===== src/hdl/bct_pkg.sv =====
// Constants and types of the barcode transfer handshake block.
// Assumes one 50 MHz clock and a plain register port with 16-bit data.
package bct_pkg;

  localparam int ADDR_W      = 8;
  localparam int DATA_W      = 16;
  localparam int FIELD_BYTES = 16;
  localparam int IDX_W       = 4;
  localparam int LEN_W       = 5;

  localparam logic [LEN_W-1:0] FIELD_LEN = 5'h10;

  // Register offsets
  localparam logic [ADDR_W-1:0] OFS_CTRL      = 8'h00;
  localparam logic [ADDR_W-1:0] OFS_ACK       = 8'h01;
  localparam logic [ADDR_W-1:0] OFS_UPD       = 8'h02;
  localparam logic [ADDR_W-1:0] OFS_STAT      = 8'h03;
  localparam logic [ADDR_W-1:0] OFS_LEN       = 8'h04;
  localparam logic [ADDR_W-1:0] OFS_FIELD     = 8'h10;
  localparam logic [ADDR_W-1:0] OFS_FIELD_END = 8'h20;

  // Control word fields
  localparam int CTRL_EN_BIT   = 0;
  localparam int CTRL_HS_BIT   = 1;
  localparam int CTRL_FRAG_BIT = 2;

  // Reset values and update counter range
  localparam logic [2:0]        CTRL_RST  = 3'h0;
  localparam logic [DATA_W-1:0] CNT_RST   = 16'h0000;
  localparam logic [DATA_W-1:0] CNT_FIRST = 16'h0001;
  localparam logic [DATA_W-1:0] CNT_MAX   = 16'hFFFF;

  typedef enum logic [1:0] {
    MODE_BASIC = 2'h0,
    MODE_HS    = 2'h1,
    MODE_FRAG  = 2'h3
  } bct_mode_e;

  // Gray along collect, drain, hold
  typedef enum logic [1:0] {
    ST_COLLECT = 2'h0,
    ST_DRAIN   = 2'h1,
    ST_HOLD    = 2'h3
  } bct_state_e;

  // Status flags, overflow in bit 0
  typedef struct packed {
    logic last;
    logic middle;
    logic first;
    logic frag;
    logic ovf;
  } bct_flag_s;

  localparam bct_flag_s FLAG_RST = 5'h00;

  typedef struct packed {
    logic       valid;
    logic       last;
    logic [7:0] data;
  } bct_byte_s;

endpackage


===== src/hdl/bct_top.sv =====
// Barcode transfer block: collects scanner bytes and publishes them in an
// input data field with basic, handshake or fragmented transfer.
// Assumes synchronous inputs on CLK_SYS and a master that never waits.
`timescale 1ns/10ps
`default_nettype none

module bct_top (
  // Clock and reset
  input  wire logic                        CLK_SYS,
  input  wire logic                        RESETN,
  // Register port
  input  wire logic [bct_pkg::ADDR_W-1:0]  REG_ADDR,
  input  wire logic [bct_pkg::DATA_W-1:0]  REG_WDATA,
  input  wire logic                        REG_WR,
  input  wire logic                        REG_RD,
  output logic      [bct_pkg::DATA_W-1:0]  REG_RDATA,
  // Scanner side
  input  wire bct_pkg::bct_byte_s          SCAN_IN,
  output logic                             SCAN_READY,
  output logic                             SCAN_ENABLE,
  input  wire logic                        SCAN_TRIGGER,
  // Link events
  input  wire logic                        LINK_RESET
);
  import bct_pkg::*;

  // ------------------------------------------------------------
  // Functions
  // ------------------------------------------------------------
  function automatic logic [DATA_W-1:0] cnt_next(input logic [DATA_W-1:0] c);
    cnt_next = (c == CNT_MAX) ? CNT_FIRST : c + CNT_FIRST;
  endfunction

  function automatic bct_mode_e mode_decode(input logic hs, input logic frag);
    if (!hs) begin
      mode_decode = MODE_BASIC;
    end else if (frag) begin
      mode_decode = MODE_FRAG;
    end else begin
      mode_decode = MODE_HS;
    end
  endfunction

  // ------------------------------------------------------------
  // Declarations
  // ------------------------------------------------------------
  logic [2:0]        ctrl_ff;
  logic [DATA_W-1:0] ack_ff;
  logic [DATA_W-1:0] upd_ff;
  logic              en_q_ff;
  logic              ack_nz_q_ff;
  bct_mode_e         mode_ff;
  bct_state_e        st_ff;
  bct_state_e        nxt_st;
  logic [7:0]        stage_mem_ff [FIELD_BYTES];
  logic [LEN_W-1:0]  stage_len_ff;
  logic              stage_ovf_ff;
  logic              stage_more_ff;
  logic              frag_on_ff;
  logic [7:0]        field_mem_ff [FIELD_BYTES];
  logic [LEN_W-1:0]  field_len_ff;
  bct_flag_s         flag_ff;
  logic              trig_ff;
  logic              trig_hold_ff;
  logic              ready_ff;
  logic              scan_en_ff;
  logic [DATA_W-1:0] rdata_ff;

  logic en;
  logic en_rise;
  logic en_fall;
  logic hs_on;
  logic frag_mode;
  logic acked;
  logic err;
  logic accept;
  logic got_last;
  logic stage_full;
  logic publish;
  logic fld_hit;
  logic [IDX_W-1:0] fld_idx;

  assign en         = ctrl_ff[CTRL_EN_BIT];
  assign en_rise    = en & ~en_q_ff;
  assign en_fall    = ~en & en_q_ff;
  assign hs_on      = (mode_ff != MODE_BASIC);
  assign frag_mode  = (mode_ff == MODE_FRAG);
  // Acknowledge counter only matters with handshake on
  assign acked      = ~hs_on | (ack_ff == upd_ff);
  // Link reset, disable, or ack dropping to zero
  // Only the drop counts: the first load from a zero pair leaves ack at zero
  assign err        = LINK_RESET | en_fall | (hs_on & (ack_ff == CNT_RST) & ack_nz_q_ff);
  assign accept     = SCAN_IN.valid & ready_ff;
  assign got_last   = accept & SCAN_IN.last;
  assign stage_full = (stage_len_ff == FIELD_LEN);
  // Gated by enable and acknowledge; zero pair resumes pending data
  assign publish    = (st_ff == ST_HOLD) & en & acked & ~err;
  assign fld_hit    = (REG_ADDR >= OFS_FIELD) && (REG_ADDR < OFS_FIELD_END);
  assign fld_idx    = IDX_W'(REG_ADDR - OFS_FIELD);

  // ------------------------------------------------------------
  // Control and acknowledge registers
  // ------------------------------------------------------------
  always_ff @(posedge CLK_SYS) begin
    if (!RESETN) begin
      ctrl_ff <= CTRL_RST;
      ack_ff  <= CNT_RST;
    end else if (REG_WR) begin
      // Bits 0..2 of the control word
      if (REG_ADDR == OFS_CTRL) begin
        ctrl_ff <= REG_WDATA[2:0];
      end
      if (REG_ADDR == OFS_ACK) begin
        ack_ff <= REG_WDATA;
      end
    end
  end

  // Mode only follows the select bits at the enable edge
  always_ff @(posedge CLK_SYS) begin
    if (!RESETN) begin
      en_q_ff     <= 1'b0;
      ack_nz_q_ff <= 1'b0;
      mode_ff     <= MODE_BASIC;
    end else begin
      en_q_ff     <= en;
      ack_nz_q_ff <= (ack_ff != CNT_RST);
      if (en_rise) begin
        mode_ff <= mode_decode(ctrl_ff[CTRL_HS_BIT], ctrl_ff[CTRL_FRAG_BIT]);
      end
    end
  end

  // ------------------------------------------------------------
  // Stage collection
  // ------------------------------------------------------------
  always_comb begin
    nxt_st = st_ff;
    case (st_ff)
      ST_COLLECT: begin
        if (got_last) begin
          nxt_st = ST_HOLD;
        end else if (accept && stage_len_ff == FIELD_LEN - 5'h01) begin
          // Fragment mode ships a full block; else drop the tail
          nxt_st = frag_mode ? ST_HOLD : ST_DRAIN;
        end
      end
      ST_DRAIN: begin
        if (got_last) begin
          nxt_st = ST_HOLD;
        end
      end
      ST_HOLD: begin
        if (publish) begin
          nxt_st = ST_COLLECT;
        end
      end
      default: nxt_st = ST_COLLECT;
    endcase
  end

  // Held stage survives a disable and waits for re-enable
  always_ff @(posedge CLK_SYS) begin
    if (!RESETN) begin
      st_ff         <= ST_COLLECT;
      stage_len_ff  <= '0;
      stage_ovf_ff  <= 1'b0;
      stage_more_ff <= 1'b0;
    end else begin
      st_ff <= nxt_st;
      if (publish) begin
        stage_len_ff  <= '0;
        stage_ovf_ff  <= 1'b0;
        stage_more_ff <= 1'b0;
      end else if (accept && st_ff == ST_COLLECT && !stage_full) begin
        stage_len_ff  <= stage_len_ff + 5'h01;
        stage_more_ff <= (nxt_st == ST_HOLD) & ~SCAN_IN.last;
      end else if (accept && st_ff == ST_DRAIN) begin
        stage_ovf_ff <= 1'b1;
      end
    end
  end

  always_ff @(posedge CLK_SYS) begin
    if (accept && st_ff == ST_COLLECT && !stage_full) begin
      stage_mem_ff[stage_len_ff[IDX_W-1:0]] <= SCAN_IN.data;
    end
  end

  // Stall the scanner while a block waits; output straight from a flop
  always_ff @(posedge CLK_SYS) begin
    if (!RESETN) begin
      ready_ff <= 1'b0;
    end else begin
      ready_ff <= (nxt_st != ST_HOLD);
    end
  end

  // Scanning disabled while the controller is busy
  always_ff @(posedge CLK_SYS) begin
    if (!RESETN) begin
      scan_en_ff <= 1'b0;
    end else begin
      scan_en_ff <= en & acked & ~publish & ~err;
    end
  end

  // ------------------------------------------------------------
  // Publication into the input data field
  // ------------------------------------------------------------
  // Basic mode overwrites at once each block is held while enabled, without waiting for acknowledge
  always_ff @(posedge CLK_SYS) begin
    if (!RESETN) begin
      field_mem_ff <= '{default: 8'h00};
    end else if (publish) begin
      field_mem_ff <= stage_mem_ff;
    end
  end

  always_ff @(posedge CLK_SYS) begin
    if (!RESETN) begin
      field_len_ff <= '0;
      flag_ff      <= FLAG_RST;
      frag_on_ff   <= 1'b0;
    end else if (publish) begin
      // Full length on first and middle, remainder on last
      field_len_ff   <= stage_len_ff;
      flag_ff.ovf    <= stage_ovf_ff;
      // Fitting barcode leaves the fragmented flag clear
      flag_ff.frag   <= stage_more_ff | frag_on_ff;
      flag_ff.first  <= stage_more_ff & ~frag_on_ff;
      flag_ff.middle <= stage_more_ff & frag_on_ff;
      flag_ff.last   <= ~stage_more_ff & frag_on_ff;
      frag_on_ff     <= stage_more_ff;
    end
  end

  // Zero on error, else step 1..65535 on each load
  always_ff @(posedge CLK_SYS) begin
    if (!RESETN) begin
      upd_ff <= CNT_RST;
    end else if (err) begin
      upd_ff <= CNT_RST;
    end else if (publish) begin
      upd_ff <= cnt_next(upd_ff);
    end
  end

  // ------------------------------------------------------------
  // Trigger state
  // ------------------------------------------------------------
  // A read forces the bit low until the trigger is let go
  always_ff @(posedge CLK_SYS) begin
    if (!RESETN) begin
      trig_hold_ff <= 1'b0;
      trig_ff      <= 1'b0;
    end else begin
      if (got_last) begin
        trig_hold_ff <= 1'b1;
      end else if (!SCAN_TRIGGER) begin
        trig_hold_ff <= 1'b0;
      end
      trig_ff <= SCAN_TRIGGER & ~trig_hold_ff & ~got_last;
    end
  end

  // ------------------------------------------------------------
  // Read port
  // ------------------------------------------------------------
  // Data stand one cycle only, zero otherwise
  always_ff @(posedge CLK_SYS) begin
    if (!RESETN || !REG_RD) begin
      rdata_ff <= '0;
    end else if (fld_hit) begin
      rdata_ff <= {8'h00, field_mem_ff[fld_idx]};
    end else begin
      case (REG_ADDR)
        OFS_CTRL: rdata_ff <= {13'h0000, ctrl_ff};
        OFS_ACK:  rdata_ff <= ack_ff;
        OFS_UPD:  rdata_ff <= upd_ff;
        OFS_STAT: rdata_ff <= {8'h00, mode_ff, trig_ff, flag_ff};
        OFS_LEN:  rdata_ff <= {11'h000, field_len_ff};
        default:  rdata_ff <= '0;
      endcase
    end
  end

  assign REG_RDATA   = rdata_ff;
  assign SCAN_READY  = ready_ff;
  assign SCAN_ENABLE = scan_en_ff;
endmodule

`default_nettype wire


===== config.mk =====
export PLATFORM = sky130hd
export DESIGN_NAME = bct_top
export DESIGN_NICKNAME = d
export VERILOG_FILES = /design/src/hdl/bct_pkg.sv /design/src/hdl/bct_top.sv
export SDC_FILE = /design/constraint.sdc
export NUM_CORES = 1
export LEC_CHECK = 0
export ABC_CLOCK_PERIOD_IN_PS = 2500
export BUFFER_PORTS_ARGS = -buffer_cell sky130_fd_sc_hd__buf_4
export CORE_MARGIN = 2
export CORE_UTILIZATION = 55
export CTS_CLUSTER_DIAMETER = 100
export CTS_CLUSTER_SIZE = 10
export DETAILED_ROUTE_END_ITERATION = 10
export PLACE_DENSITY = 0.74
export SLEW_MARGIN = 0
export SYNTH_ARGS = -nofsm -noshare
export SYNTH_HDL_FRONTEND = slang
export SYNTH_SLANG_ARGS = --single-unit

===== constraint.sdc =====
create_clock -name CLK_SYS -period 2.5 [get_ports CLK_SYS]
set_clock_uncertainty 0.15 [all_clocks]
set_input_delay 0.375 -clock CLK_SYS [delete_from_list [all_inputs] [get_ports CLK_SYS]]
set_output_delay 0.375 -clock CLK_SYS [all_outputs]
set_load 0.005 [all_outputs]

==> results.json <==
{
  "synth-seq-area-share": 0.595,
  "synth_seq_cells": 335,
  "grt_overflow": 0,
  "r2r_cells": 8,
  "internal_power_mw": 8.75,
  "yosys_warnings": 0,
  "worstSetupStartpointType": "register",
  "hold_ws_ns": 0.0163,
  "finalWorstPathRequiredPeriod_ns": 2.45,
  "placed_area_um2": 14700,
  "p_sw_frac": 0.213,
  "initial_core_util": 0.557,
  "clk_pin_slew_ns": 0.06,
  "synth_top_area_share": 0.309,
  "grt_setup_unrepaired": "false",
  "syn_area_um2": 13400,
  "syn_to_final_growth_pct": 19.4,
  "postLayoutCellArea_um2": 16000,
  "status": "finished, final reports clean",
  "whs_path_depth": 2,
  "antenna_found_initial": 0,
  "ir_drop_mv": 0.579,
  "io_buffers": 57,
  "io_pins": 58,
  "r2r_end": "field_mem_ff[21]",
  "synth_area_leaders": "dfxtp_1 31%, edfxtp_1 29%, mux4_2 6.9%",
  "htree_levels": 2,
  "end_kind": "register",
  "dp_cells": 1577,
  "fp-row-count": 57,
  "path_max_fanout": 97,
  "vias": 10300,
  "cts_made_buffers": 39,
  "clock-root-buffer": "clkbuf_16",
  "cts_tree": "done",
  "power_frac_seq": 0.513,
  "yosysTopAreaCell": "dfxtp_1",
  "fmax_mhz": 408,
  "relSlewSlack": 0.556,
  "cts_sinks": 335,
  "powerDensity_nw_per_um2": 694,
  "maxCapViolations": 0,
  "drtPass1Iterations": 7,
  "wl_per_cell_um": 21.1,
  "hold_violations": 0,
  "gp_congestion": 0.862,
  "ff2ff_setup_slack_ns": 0.05,
  "synth-main-ff-cell": "dfxtp_1",
  "wl_um": 35100,
  "final_cells": 1664,
  "post_synth.cell_area_avg_um2": 11.0,
  "fp.dieW_um": 160,
  "worstSetupPathType": "register to register",
  "hold_path_class": "primary input to register",
  "p_switching_mw": 2.36,
  "r2r-start": "ack_ff[2]",
  "synth_nets": 1266,
  "synth_cell_types": 59,
  "die_h_um": 160,
  "setup_viol": 0,
  "p_clk_frac": 0.454,
  "final_antenna_net_count": 0,
  "holdPathEnd": "ack_nz_q_ff",
  "drt-initial-drc-count": 1261,
  "combPwrFrac": 0.033,
  "antenna_cells": 0,
  "grt_pass1_vias": 9966,
  "required_ns": 2.75,
  "crit_arrival_ns": 2.70,
  "nets": 1360,
  "grt_max_degree": 113,
  "worst_pin_slew_ns": 0.665,
  "dpl.hpwl_um": 21700,
  "async_flop_share": 0,
  "syn_inst": 1220,
  "p_leak_nw": 5.43,
  "dieArea_um2": 25700,
  "fin_crit_sh": 0.979,
  "vias_per_cell": 6.21,
  "drive_gt1_frac": 0.181,
  "slew_viol_final": 0,
  "min-delay-start": "RESETN",
  "clk_latency_ns": 0.53,
  "route.detailed.drc": 0,
  "core_um2": 24100,
  "clockBufferDepth": 3,
  "synth_edf_count": 128,
  "track_usage": 0.271,
  "grt_pass1_wl_um": 55000
}
synth_stat cells, drive strengths merged, types with 2 or more instances:
cell type,instances
nand4,12
clkbuf,77
a21oi,155
nor4,14
ha,6
inv,10
o21a,2
nand2,40
xnor2,3
xor2,18
mux2i,23
nand4b,3
or3,2
edfxtp,128
o21bai,2
nand3b,3
buf,31
a211oi,3
and4,2
dfxtp,207
o21ai,148
mux2,4
nor3,14
and3,5
or4,2
a22oi,11
a222oi,4
a31oi,6
nor2,71
o31ai,3
nor2b,3
and2,3
nor3b,2
mux4,41
nand3,145
nand2b,4
cell families (layout without fill, tap and decap cells):
group / count (synthesis) / in the layout / share of synthesized area
DFF: 335 / 335 / 0.595
and+or+nand+nor: 327 / 327 / 0.121
adders and majority gates: 6 / 6 / 0.00559
AOI/OAI and AO/OA: 344 / 344 / 0.138
buffers and inverters: 119 / 239 / 0.0376
xor gates and xnor gates: 21 / 21 / 0.0137
muxes: 68 / 68 / 0.0893
power by group through the flow:
stage	clock (mW)	sequential, mW	combinational [mW]
floorplan	0	5.81	0.162
global placement	0	5.81	0.337
finish	5.04	5.70	0.372
detailed placement	0	5.81	0.342
global route	5.28	5.70	0.396
CTS	5.08	5.70	0.367
what timing repair did:
item | 4_1_cts | 5_1_grt
hold buffers | 19 | 0
endpoints found under the hold margin | 21 | 0
setup endpoints to repair | 2 | 38
setup buffers | 0 | 1
gates resized for setup | 1 | 5
pin swaps | 0 | 1
worst max-delay path, stage by stage (launching register included):
cell and delay [ns]:
dfxtp_1 0.35, xor2_1 0.18, nor4_2 0.36, nand4_1 0.14
buf_4 0.19, a21o_4 0.30, buf_12 0.22, o21ai_0 0.27
a21oi_1 0.11
cell type report:
type / instances / area [um2]
fillers: 1793 / 8080
flip-flops and latches: 335 / 7990
multi-input cells: 766 / 4980
repair buffers: 161 / 1490
clock buffers: 64 / 1070
well taps: 324 / 405
inverters: 11 / 43.8
clock inverters: 3 / 38.8
cell usage in the layout (no fill, tap or decap), types with 4 or more instances in the layout:
master / Yosys / layout
dfxtp_1: 207 / 207
a21oi_1: 154 / 154
nand3_1: 145 / 145
o21ai_0: 146 / 142
edfxtp_1: 128 / 128
buf_4: 0 / 123
nor2_1: 71 / 71
mux4_2: 41 / 41
nand2_1: 40 / 40
clkbuf_16: 0 / 39
clkbuf_1: 77 / 25
mux2i_1: 23 / 23
dlygate4sd3_1: 0 / 19
buf_12: 1 / 19
xor2_1: 18 / 18
nor3_1: 14 / 13
nand4_1: 12 / 12
nor4_1: 13 / 11
a22oi_1: 11 / 11
inv_1: 10 / 9
a31oi_1: 6 / 6
ha_1: 6 / 6
and3_1: 5 / 5
o21ai_1: 1 / 5
nand2b_1: 4 / 4
mux2_2: 4 / 4
a222oi_1: 4 / 4
flip-flops by register name, indices dropped and copies added, names as in the netlist:
signal and flops:
stage_len_ff 5, flag_ff 5, mode_ff 2, st_ff 2, frag_on_ff 1, trig_hold_ff 1, stage_ovf_ff 1, SCAN_ENABLE 1
ctrl_ff 3, upd_ff 16, trig_ff 1, stage_mem_ff 128, field_len_ff 5, stage_more_ff 1, field_mem_ff 128, REG_RDATA 16
en_q_ff 1, ack_nz_q_ff 1, SCAN_READY 1, ack_ff 16
per-layer routing:
| metal | up-vias | share of wire | GRT usage |
|---|---|---|---|
| met1 | 5005 | 0.42 | 0.378 |
| met5 | - | 0 | 0 |
| met4 | 0 | 0.030 | 0.100 |
| met3 | 89 | 0.080 | 0.0366 |
| li1 | 4721 | - | - |
| met2 | 518 | 0.47 | 0.435 |
per-stage QoR:
| step | util | power, mW | setup TNS (ns) | setup slack (ns) |
|---|---|---|---|---|
| after floorplan | - | 5.97 | -2.67 | -0.167 |
| after CTS | 0.664 | 11.1 | 0 | 0.0680 |
| final | 0.665 | 11.1 | 0 | 0.0517 |
| after global routing | 0.665 | 11.4 | 0 | 0.00165 |
| after global placement | 0.610 | 6.15 | 0 | 0.0812 |
| after detailed placement | 0.610 | 6.15 | 0 | 0.0214 |
worst max path at each step:
| stage | startpoint | end | slack [ns] | cells after the start |
|---|---|---|---|---|
| floorplan | stage_len_ff[0] | stage_mem_ff[104] | -0.17 | 8 |
| finish | ack_ff[2] | field_mem_ff[21] | 0.05 | 8 |
| detailed placement | REG_ADDR[5] | ack_ff[10] | 0.02 | 8 |
| global route | ack_ff[2] | field_mem_ff[21] | 0.002 | 8 |
| global placement | REG_ADDR[5] | ack_ff[5] | 0.08 | 8 |
| CTS | ack_ff[2] | field_mem_ff[92] | 0.07 | 8 |
Power figures use the tool's default switching activity.
